[config.mk]
export PLATFORM = sky130hd
export DESIGN_NAME = svm_ctrl
export DESIGN_NICKNAME = d
export VERILOG_FILES = /design/src/rtl/svm_pkg.sv /design/src/rtl/svm_ctrl.sv
export SDC_FILE = /design/constraint.sdc
export NUM_CORES = 1
export LEC_CHECK = 0
export BUFFER_PORTS_ARGS = -buffer_cell sky130_fd_sc_hd__clkbuf_2
export CAP_MARGIN = 20
export CORE_MARGIN = 8
export CORE_UTILIZATION = 45
export CTS_CLUSTER_DIAMETER = 40
export DETAILED_ROUTE_END_ITERATION = 6
export HOLD_SLACK_MARGIN = 0.08
export PLACE_DENSITY = 0.78
export SLEW_MARGIN = 5
export SYNTH_ARGS = -nofsm -noshare
export SYNTH_HDL_FRONTEND = slang
export SYNTH_SLANG_ARGS = --single-unit
[constraint.sdc]
create_clock -name aclk -period 2.4 [get_ports aclk]
set_clock_uncertainty 0.1 [all_clocks]
set_input_delay 0.48 -clock aclk [delete_from_list [all_inputs] [get_ports aclk]]
set_output_delay 0.48 -clock aclk [all_outputs]
set_load 0.02 [all_outputs]
[src/rtl/svm_pkg.sv]
// ==================================================
// Supply monitor shared definitions
package svm_pkg;

	// ==================================================
	// Register bus
	localparam int unsigned AXI_AW = 12;
	localparam logic [1:0] RESP_OKAY = 2'h0;
	localparam logic [1:0] RESP_SLVERR = 2'h2;

	// ==================================================
	// Register indices and byte addresses
	localparam logic [7:0] CON0_IDX = 8'h4a;
	localparam logic [7:0] CON1_IDX = 8'h4b;
	localparam logic [AXI_AW-1:0] CON0_ADDR = {2'h0, CON0_IDX, 2'h0};
	localparam logic [AXI_AW-1:0] CON1_ADDR = {2'h0, CON1_IDX, 2'h0};
	localparam logic [AXI_AW-1:0] FLAG_ADDR = 12'h130;
	localparam logic [AXI_AW-1:0] MASK_ADDR = 12'h134;
	localparam logic [AXI_AW-1:0] GLOBAL_ADDR = 12'h138;

	// ==================================================
	// Field positions
	localparam int unsigned BIT_ON = 7;
	localparam int unsigned BIT_BELOW = 5;
	localparam int unsigned BIT_STABLE = 4;
	localparam int unsigned BIT_RISE = 1;
	localparam int unsigned BIT_FALL = 0;
	localparam int unsigned BIT_EVT = 0;
	localparam int unsigned SEL_W = 4;

	// ==================================================
	// Reset values and reserved codes
	localparam logic [SEL_W-1:0] SEL_RST = 4'h0;
	localparam logic [SEL_W-1:0] SEL_RSV = 4'hf;
	localparam logic CTRL_RST = 1'h0;

	// ==================================================
	// Types
	typedef enum logic [2:0] {REG_NONE, REG_CON0, REG_CON1, REG_FLAG, REG_MASK, REG_GLOBAL} svm_reg_t;

	typedef struct packed {
		logic below;
		logic ref_ready;
	} svm_ana_in_t;

	typedef struct packed {
		logic enable;
		logic [SEL_W-1:0] trip_code;
	} svm_ana_out_t;

endpackage

[src/rtl/svm_ctrl.sv]
`timescale 1ns/1ps
// ==================================================
// Supply threshold monitor control
module svm_ctrl (
	input logic aclk,
	input logic aresetn,
	input logic por_reset,
	input logic [svm_pkg::AXI_AW-1:0] awaddr,
	input logic awvalid,
	output logic awready,
	input logic [31:0] wdata,
	input logic [3:0] wstrb,
	input logic wvalid,
	output logic wready,
	output logic [1:0] bresp,
	output logic bvalid,
	input logic bready,
	input logic [svm_pkg::AXI_AW-1:0] araddr,
	input logic arvalid,
	output logic arready,
	output logic [31:0] rdata,
	output logic [1:0] rresp,
	output logic rvalid,
	input logic rready,
	input svm_pkg::svm_ana_in_t ana_in,
	output svm_pkg::svm_ana_out_t ana_out,
	output logic irq,
	output logic wake
);
	import svm_pkg::*;

	// ==================================================
	// Address decode
	function automatic svm_reg_t reg_decode(input logic [AXI_AW-1:0] a);
		case (a)
			CON0_ADDR: reg_decode = REG_CON0;
			CON1_ADDR: reg_decode = REG_CON1;
			FLAG_ADDR: reg_decode = REG_FLAG;
			MASK_ADDR: reg_decode = REG_MASK;
			GLOBAL_ADDR: reg_decode = REG_GLOBAL;
			default: reg_decode = REG_NONE;
		endcase
	endfunction

	// ==================================================
	// Declarations
	logic aw_got_r, aw_got_nxt;
	logic w_got_r, w_got_nxt;
	logic [AXI_AW-1:0] waddr_r, waddr_nxt;
	logic [7:0] wbyte_r, wbyte_nxt;
	logic wlane_r, wlane_nxt;
	logic bvalid_r, bvalid_nxt;
	logic [1:0] bresp_r, bresp_nxt;
	logic rvalid_r, rvalid_nxt;
	logic [1:0] rresp_r, rresp_nxt;
	logic [31:0] rdata_r, rdata_nxt;
	logic wr_fire;
	svm_reg_t wr_reg;
	svm_reg_t rd_reg;

	logic on_r, on_nxt;
	logic rise_r, rise_nxt;
	logic fall_r, fall_nxt;
	logic [SEL_W-1:0] sel_r, sel_nxt;
	logic ie_r, ie_nxt;
	logic global_on_r, global_on_nxt;

	logic [1:0] below_sync_r, below_sync_nxt;
	logic [1:0] rdy_sync_r, rdy_sync_nxt;
	logic below_s;
	logic ref_stable;
	logic armed_r, armed_nxt;
	logic prev_below_r, prev_below_nxt;
	logic flag_r, flag_nxt;
	logic flag_clr;
	logic crossing;

	// ==================================================
	// Write channel
	always_comb begin
		awready = !aw_got_r && !bvalid_r;
		wready = !w_got_r && !bvalid_r;
		wr_fire = aw_got_r && w_got_r && !bvalid_r;
		wr_reg = reg_decode(waddr_r);
		aw_got_nxt = aw_got_r;
		w_got_nxt = w_got_r;
		waddr_nxt = waddr_r;
		wbyte_nxt = wbyte_r;
		wlane_nxt = wlane_r;
		bvalid_nxt = bvalid_r;
		bresp_nxt = bresp_r;
		if (awvalid && awready) begin
			aw_got_nxt = 1'b1;
			waddr_nxt = awaddr;
		end
		if (wvalid && wready) begin
			w_got_nxt = 1'b1;
			wbyte_nxt = wdata[7:0];
			wlane_nxt = wstrb[0];
		end
		if (wr_fire) begin
			aw_got_nxt = 1'b0;
			w_got_nxt = 1'b0;
			bvalid_nxt = 1'b1;
			bresp_nxt = (wr_reg == REG_NONE) ? RESP_SLVERR : RESP_OKAY;
		end else if (bvalid_r && bready) begin
			bvalid_nxt = 1'b0;
		end
	end

	always_ff @(posedge aclk) begin
		if (!aresetn) begin
			aw_got_r <= 1'b0;
			w_got_r <= 1'b0;
			waddr_r <= '0;
			wbyte_r <= 8'h00;
			wlane_r <= 1'b0;
			bvalid_r <= 1'b0;
			bresp_r <= RESP_OKAY;
		end else begin
			aw_got_r <= aw_got_nxt;
			w_got_r <= w_got_nxt;
			waddr_r <= waddr_nxt;
			wbyte_r <= wbyte_nxt;
			wlane_r <= wlane_nxt;
			bvalid_r <= bvalid_nxt;
			bresp_r <= bresp_nxt;
		end
	end

	assign bvalid = bvalid_r;
	assign bresp = bresp_r;

	// ==================================================
	// Control registers
	always_comb begin
		on_nxt = on_r;
		rise_nxt = rise_r;
		fall_nxt = fall_r;
		sel_nxt = sel_r;
		ie_nxt = ie_r;
		global_on_nxt = global_on_r;
		if (wr_fire && wlane_r) begin
			case (wr_reg)
				REG_CON0: begin
					on_nxt = wbyte_r[BIT_ON];
					rise_nxt = wbyte_r[BIT_RISE];
					fall_nxt = wbyte_r[BIT_FALL];
				end
				REG_CON1: begin
					if (wbyte_r[SEL_W-1:0] != SEL_RSV) begin
						sel_nxt = wbyte_r[SEL_W-1:0];
					end
				end
				REG_MASK: ie_nxt = wbyte_r[BIT_EVT];
				REG_GLOBAL: global_on_nxt = wbyte_r[BIT_EVT];
				default: ;
			endcase
		end
	end

	always_ff @(posedge aclk) begin
		if (!aresetn) begin
			on_r <= CTRL_RST;
			rise_r <= CTRL_RST;
			fall_r <= CTRL_RST;
			ie_r <= CTRL_RST;
			global_on_r <= CTRL_RST;
			if (por_reset) begin
				sel_r <= SEL_RST;
			end
		end else begin
			on_r <= on_nxt;
			rise_r <= rise_nxt;
			fall_r <= fall_nxt;
			sel_r <= sel_nxt;
			ie_r <= ie_nxt;
			global_on_r <= global_on_nxt;
		end
	end

	assign ana_out.trip_code = sel_r;
	assign ana_out.enable = on_r;

	// ==================================================
	// Comparator synchronisers
	always_comb begin
		below_sync_nxt = {below_sync_r[0], ana_in.below};
		rdy_sync_nxt = {rdy_sync_r[0], ana_in.ref_ready};
	end

	always_ff @(posedge aclk) begin
		if (!aresetn) begin
			below_sync_r <= 2'h0;
			rdy_sync_r <= 2'h0;
		end else begin
			below_sync_r <= below_sync_nxt;
			rdy_sync_r <= rdy_sync_nxt;
		end
	end

	assign below_s = below_sync_r[1];
	assign ref_stable = on_r && rdy_sync_r[1];

	// ==================================================
	// Crossing detection and event flag
	always_comb begin
		armed_nxt = ref_stable;
		prev_below_nxt = below_s;
		flag_clr = wr_fire && wlane_r && (wr_reg == REG_FLAG) && wbyte_r[BIT_EVT];
		// compare with previous sample, both armed
		// flag on leaving below the limit (rise) or on going below it (fall)
		crossing = armed_r && armed_nxt && (below_s != prev_below_r) &&
			((rise_r && prev_below_r) || (fall_r && !prev_below_r));
		flag_nxt = flag_r;
		if (flag_clr) begin
			flag_nxt = 1'b0;
		end
		if (crossing) begin
			flag_nxt = 1'b1;
		end
	end

	always_ff @(posedge aclk) begin
		if (!aresetn) begin
			armed_r <= 1'b0;
			prev_below_r <= 1'b0;
			flag_r <= 1'b0;
		end else begin
			armed_r <= armed_nxt;
			prev_below_r <= prev_below_nxt;
			flag_r <= flag_nxt;
		end
	end

	assign irq = flag_r && ie_r && global_on_r && ref_stable;
	assign wake = flag_r;

	// ==================================================
	// Read channel
	always_comb begin
		arready = !rvalid_r;
		rd_reg = reg_decode(araddr);
		rvalid_nxt = rvalid_r;
		rdata_nxt = rdata_r;
		rresp_nxt = rresp_r;
		if (arvalid && arready) begin
			rvalid_nxt = 1'b1;
			rdata_nxt = 32'h0000_0000;
			rresp_nxt = RESP_OKAY;
			case (rd_reg)
				REG_CON0: begin
					rdata_nxt[BIT_ON] = on_r;
					rdata_nxt[BIT_BELOW] = below_s;
					rdata_nxt[BIT_STABLE] = ref_stable;
					rdata_nxt[BIT_RISE] = rise_r;
					rdata_nxt[BIT_FALL] = fall_r;
				end
				REG_CON1: rdata_nxt[SEL_W-1:0] = sel_r;
				REG_FLAG: rdata_nxt[BIT_EVT] = flag_r;
				REG_MASK: rdata_nxt[BIT_EVT] = ie_r;
				REG_GLOBAL: rdata_nxt[BIT_EVT] = global_on_r;
				default: rresp_nxt = RESP_SLVERR;
			endcase
		end else if (rvalid_r && rready) begin
			rvalid_nxt = 1'b0;
		end
	end

	always_ff @(posedge aclk) begin
		if (!aresetn) begin
			rvalid_r <= 1'b0;
			rdata_r <= 32'h0000_0000;
			rresp_r <= RESP_OKAY;
		end else begin
			rvalid_r <= rvalid_nxt;
			rdata_r <= rdata_nxt;
			rresp_r <= rresp_nxt;
		end
	end

	assign rvalid = rvalid_r;
	assign rdata = rdata_r;
	assign rresp = rresp_r;
endmodule

-- Word level (Yosys, flattened, before mapping)
Index checks and enable logic that the tools add are counted.
- register bits: 52
- input bits: 70
- output and inout port bits: 48
- logic and storage cells: 105
- eq/ne operators: 25
- mux-type cells: 20
- bitwise gates (word level): 1
- reductions and logical operators: 38
- operator list (kind ; number):
    $eq A12 B9 Y1 const B ; 10
    $pmux W3 S5 ; 2
    $logic_and A1 B1 Y1 ; 21
    $mux W4 ; 5
    $eq A3 B2 Y1 const B ; 4
    $eq A3 B3 Y1 const B ; 4
    $mux W2 ; 4
    $reduce_bool A2 Y1 ; 4
    $mux W1 ; 7
    $eq A3 B1 Y1 const B ; 2
    $ne A2 B1 Y1 const B ; 3
    $reduce_and A2 Y1 ; 3
    $logic_not A1 Y1 ; 5
    $pmux W1 S5 ; 1
    $reduce_or A5 Y1 ; 1
    $ne A4 B4 Y1 const B ; 1
    $reduce_and A4 Y1 ; 1
    $logic_not A3 Y1 ; 1
    $pmux W1 S2 ; 1
    $reduce_or A2 Y1 ; 1
    $logic_or A1 B1 Y1 ; 1
    $ne A1 B1 Y1 ; 1
    $not A1 Y1 ; 1

-- Longest topological paths before layout
- depth after elaboration: 7
- gate-level depth with buffers: 5
- depth with buffers taken out: 4

-- Worst setup path after synthesis
OpenSTA, ideal clock, no wires.
- kind: input to register
- start: input port araddr[0] in the netlist's numbering
- end: register rdata_r[0] (netlist: rdata[0])
- library setup time: 76 ps
- arrival: 1673 ps
- data required time: 2224 ps
- slack: 552 ps
- stages on the path: 4
- path buffers: 0
- path through: or4b_1 > nor4_4 > o211ai_1 > a21boi_0
- longest elaborated chain between the ends: 4
- elaborated cells on any way between the ends: 12
- those cells by class: eq/ne (10); mux (2)
- RTL lines (item ; RTL line ; text):
    start, declared ; svm_ctrl.sv:18 ; input logic [svm_pkg::AXI_AW-1:0] araddr,
    $eq A12 B9 Y1 ; svm_ctrl.sv:35 ; case (a)
    $pmux W3 S5 (*) ; svm_ctrl.sv:35 ;
    $eq A3 B3 Y1 (tied with other cells) ; svm_ctrl.sv:251 ; case (rd_reg)
    $pmux W1 S5 (*) ; svm_ctrl.sv:251 ;
    end signal, assigned ; svm_ctrl.sv:277 ; rdata_r <= rdata_nxt;
    end, declared ; svm_ctrl.sv:56 ; logic [31:0] rdata_r, rdata_nxt;
Every way passes the cells marked *; elsewhere a longest branch is shown, timed or not.
A chain may end at the register's enable or synchronous reset.

-- Worst setup path in the final report
- start: register waddr_r[11]
- end: register rise_r
- longest elaborated chain between the ends: 4
- elaborated cells on any way between the ends: 8
- those cells by class: eq/ne (6); mux (1); reduce/logical (1)
- RTL lines (item ; RTL line ; text):
    start, declared ; svm_ctrl.sv:49 ; logic [AXI_AW-1:0] waddr_r, waddr_nxt;
    start signal, assigned ; svm_ctrl.sv:123 ; waddr_r <= waddr_nxt;
    $eq A12 B9 Y1 ; svm_ctrl.sv:35 ;
    $pmux W3 S5 (*) ; svm_ctrl.sv:35 ;
    $eq A3 B1 Y1 (*) ; svm_ctrl.sv:144 ; case (wr_reg)
    $reduce_and A2 Y1 (no line) (*) ; n/a ;
    end signal, assigned ; svm_ctrl.sv:174 ; rise_r <= rise_nxt;
    end, declared ; svm_ctrl.sv:62 ; logic rise_r, rise_nxt;
Marks and branches as above.

==> results.yml <==
run:
  drv_cap: 0
final_layout:
  n_fill_cell: 449
  drive_gt1_share_pct: 24.2
  antenna_cells: 0
  syn2layout_area_growth_pct: 14.6
  layout_commonest_cell: "clkbuf_2"
  nets: 367
  final_cell_mix: "clkbuf_2 (60), nand2_1 (45), dfxtp_1 (43)"
  fin_cells: 365
hold_path:
  hp-class: "primary input to flip-flop"
  min_to: "rdy_sync_r[0]$_SDFF_PN0_"
  whs_path_depth: 2
  hold_path.startpoint: "ana_in[0]"
setup_path:
  reg2reg_setup_slack_ns: 0.49
  cpPeakStageDelay_ns: 0.63
  crit_fanout: 6
  critPathCaptureType: "flip-flop"
  cp.required_ns: 2.48
  crit_type: "flip-flop to flip-flop"
  reg2regPathDepth: 4
  rr_startpoint: "waddr_r[11]$_SDFFE_PN0P_"
  r2r_end: "rise_r$_SDFFE_PN0P_"
  crit_chain: "nor3_1 -> nand4_2 -> or4b_1 -> mux2i_1"
  cp-start-kind: "flip-flop"
  worst_path_max_delay_cell: "or4b_1"
  worstPathArrival_ns: 1.99
timing:
  maxSlewViolCount: 0
  hold_viol_final: 0
  tns_ns: 0
  setup_viol: 0
  timing.final.crit_period_ns: 1.91
  fmax_mhz: 524
  finalCritPeriodShare_pct: 79.5
  rsz0062_at_grt: "false"
clock_tree:
  cts_resized: 0
  post-cts-setup-buffer-count: 0
  numCtsBuffers: 5
  h-tree-depth: 2
  hold_buffers: 0
  cts_tree: "built"
  clk_pin_slew_worst_paths_ns: 0.08
  clockBufferDepth: 2
  cts-root-buf: "clkbuf_8"
  clk_latency_ns: 0.29
  clock_sinks: 47
global_routing:
  busiest_layer: "met2"
  use_met2_pct: 19.4
  grt.overflow.total: 0
  grt_max_degree: 35
  grt_util_met3_pct: 4.49
  antenna_found_initial: 0
  grt_pass1_wl_um: 7050
  grt_pass1_vias: 1589
  grtUsageTotal_pct: 11.7
  use_met1_pct: 13.4
synthesis:
  yosys_warnings: 0
  synth.distinct_cells: 37
  avgSynthCellArea_um2: 9.18
  synth-seq-cells: 47
  synth_area_um2: 2210
  yosysSeqAreaShare_pct: 44.3
  syn_inst: 241
die:
  dieArea_um2: 7420
  start_util_pct: 46.9
  num_rows: 25
  die_x_um: 86.1
  die_height_um: 86.1
  io_pins: 118
  coreArea_um2: 4720
placed_design:
  place.gp.congestion: 0.779
  io_buffers: 60
  dp_hpwl_um: 3540
  place_inst: 357
routing:
  drt_first_pass_iters: 4
  drt_iter0_markers: 66
  remaining_drc_errors: 0
  finalWirelength_um: 4420
  vias: 1679
  postRouteAntennaNets: 0
  avgViaCountPerCell: 4.60
  routedWlPerCell_um: 12.1
status:
  status: "complete, no violations"
pwr:
  power_density_nw_per_um2: 590
  power_leakage_nw: 1.13
  power_w: 0.00150
  ir_worst_vdd_mv: 0.387
==> per-stage QoR <==
stage,util [%],hold WS (ns),worst slack [ns],cell area [um2]
global route,53.7,0.281,0.359,2540
detailed placement,52.0,0.321,0.311,2460
floorplan,-,0.312,0.552,2310
global placement,52.0,0.321,0.343,2460
CTS,53.7,0.286,0.476,2540
finish,53.7,0.296,0.492,2540
==> per-layer routing <==
| layer | part of all wire [%] | vias to the layer above |
|---|---|---|
| li1 | - | 875 |
| met1 | 45 | 742 |
| met2 | 45 | 60 |
| met3 | 9.3 | 2 |
| met4 | 0.61 | 0 |
| met5 | 0 | - |
==> worst max-delay path by stage <==
stage / slack [ns] / endpoint / cells after the start / start
after floorplan: 0.55 / rdata[0]$_SDFFE_PN0P_ / 4 / araddr[0]
after global placement: 0.34 / rdata[5]$_SDFFE_PN0P_ / 5 / araddr[0]
after detailed placement: 0.31 / rdata[3]$_SDFFE_PN0P_ / 5 / araddr[0]
after CTS: 0.48 / on_r$_SDFFE_PN0P_ / 4 / waddr_r[11]$_SDFFE_PN0P_
after global routing: 0.36 / rise_r$_SDFFE_PN0P_ / 4 / waddr_r[11]$_SDFFE_PN0P_
final: 0.49 / rise_r$_SDFFE_PN0P_ / 4 / waddr_r[11]$_SDFFE_PN0P_
==> layout make-up <==
| class | count | area, um2 | area share [%] |
|---|---|---|---|
| clock inverters | 2 | 7.51 | 0.296 |
| well taps | 67 | 83.8 | 3.30 |
| clock buffers | 6 | 72.6 | 2.86 |
| inverters | 5 | 18.8 | 0.740 |
| repair buffers | 62 | 315 | 12.4 |
| multi-input cells | 176 | 1060 | 41.7 |
| flip-flops and latches | 47 | 981 | 38.7 |
==> critical path, delay by kind of cell, from the launching register on <==
family / cells / cell delay (ns)
multiplexers: 1 / 0.16
flip-flops: 1 / 0.32
AND/OR/NAND/NOR: 3 / 1.23
==> cell usage after synthesis (all sizes together) <==
cell     number  share of area, %
nor2          3              0.51
or4b          3               1.4
dfxtp        43                39
nor2b        12               3.4
a21boi       19               6.4
o21ai         3              0.68
and4b         1              0.45
nor4          1              0.96
clkbuf       10               1.7
nand2b        6               1.7
edfxtp        4               5.4
mux2i        12               5.4
o211a         1              0.45
buf          29               9.7
o22ai         1              0.28
o21a          1              0.34
nand2        45               7.6
nand4b        4               1.6
nand4bb       1              0.51
o311a         1              0.45
nand4         5               1.7
inv           5              0.85
nor4b         1               1.1
nand3         5               1.1
or2           1              0.28
and3          1              0.28
nor3          2              0.45
and2          9               2.5
conb          1              0.17
a21oi         3              0.68
o31ai         1              0.34
a32oi         1              0.40
o211ai        3               1.0
mux2          1              0.51
nand3b        2              0.68
==> registers in the layout, summed over array words and instances, names as in the netlist, 2 cells and up <==
| name | count |
|---|---|
| rdata | 7 |
| below_sync_r | 2 |
| rdy_sync_r | 2 |
| sel_r | 4 |
| wbyte_r | 5 |
| waddr_r | 12 |
==> where the power goes <==
part | internal [W] | leakage (nW) | switching, W
Sequential | 0.000825 | 0.391 | 0.0000263
Clock | 0.000199 | 0.0403 | 0.000234
Combinational | 0.0000805 | 0.700 | 0.000134
Total | 0.00110 | 1.13 | 0.000394
==> cell families (layout without fill, tap and decap cells) <==
logic type,after synthesis,after routing,share of synthesized area [%]
other,1,27,0.169
muxes,13,13,5.94
AOI/OAI and AO/OA,34,34,11.1
buffers and inverters,44,75,12.3
DFF,47,47,44.3
and+or+nand+nor,102,102,26.2
Power figures use the tool's default switching activity.
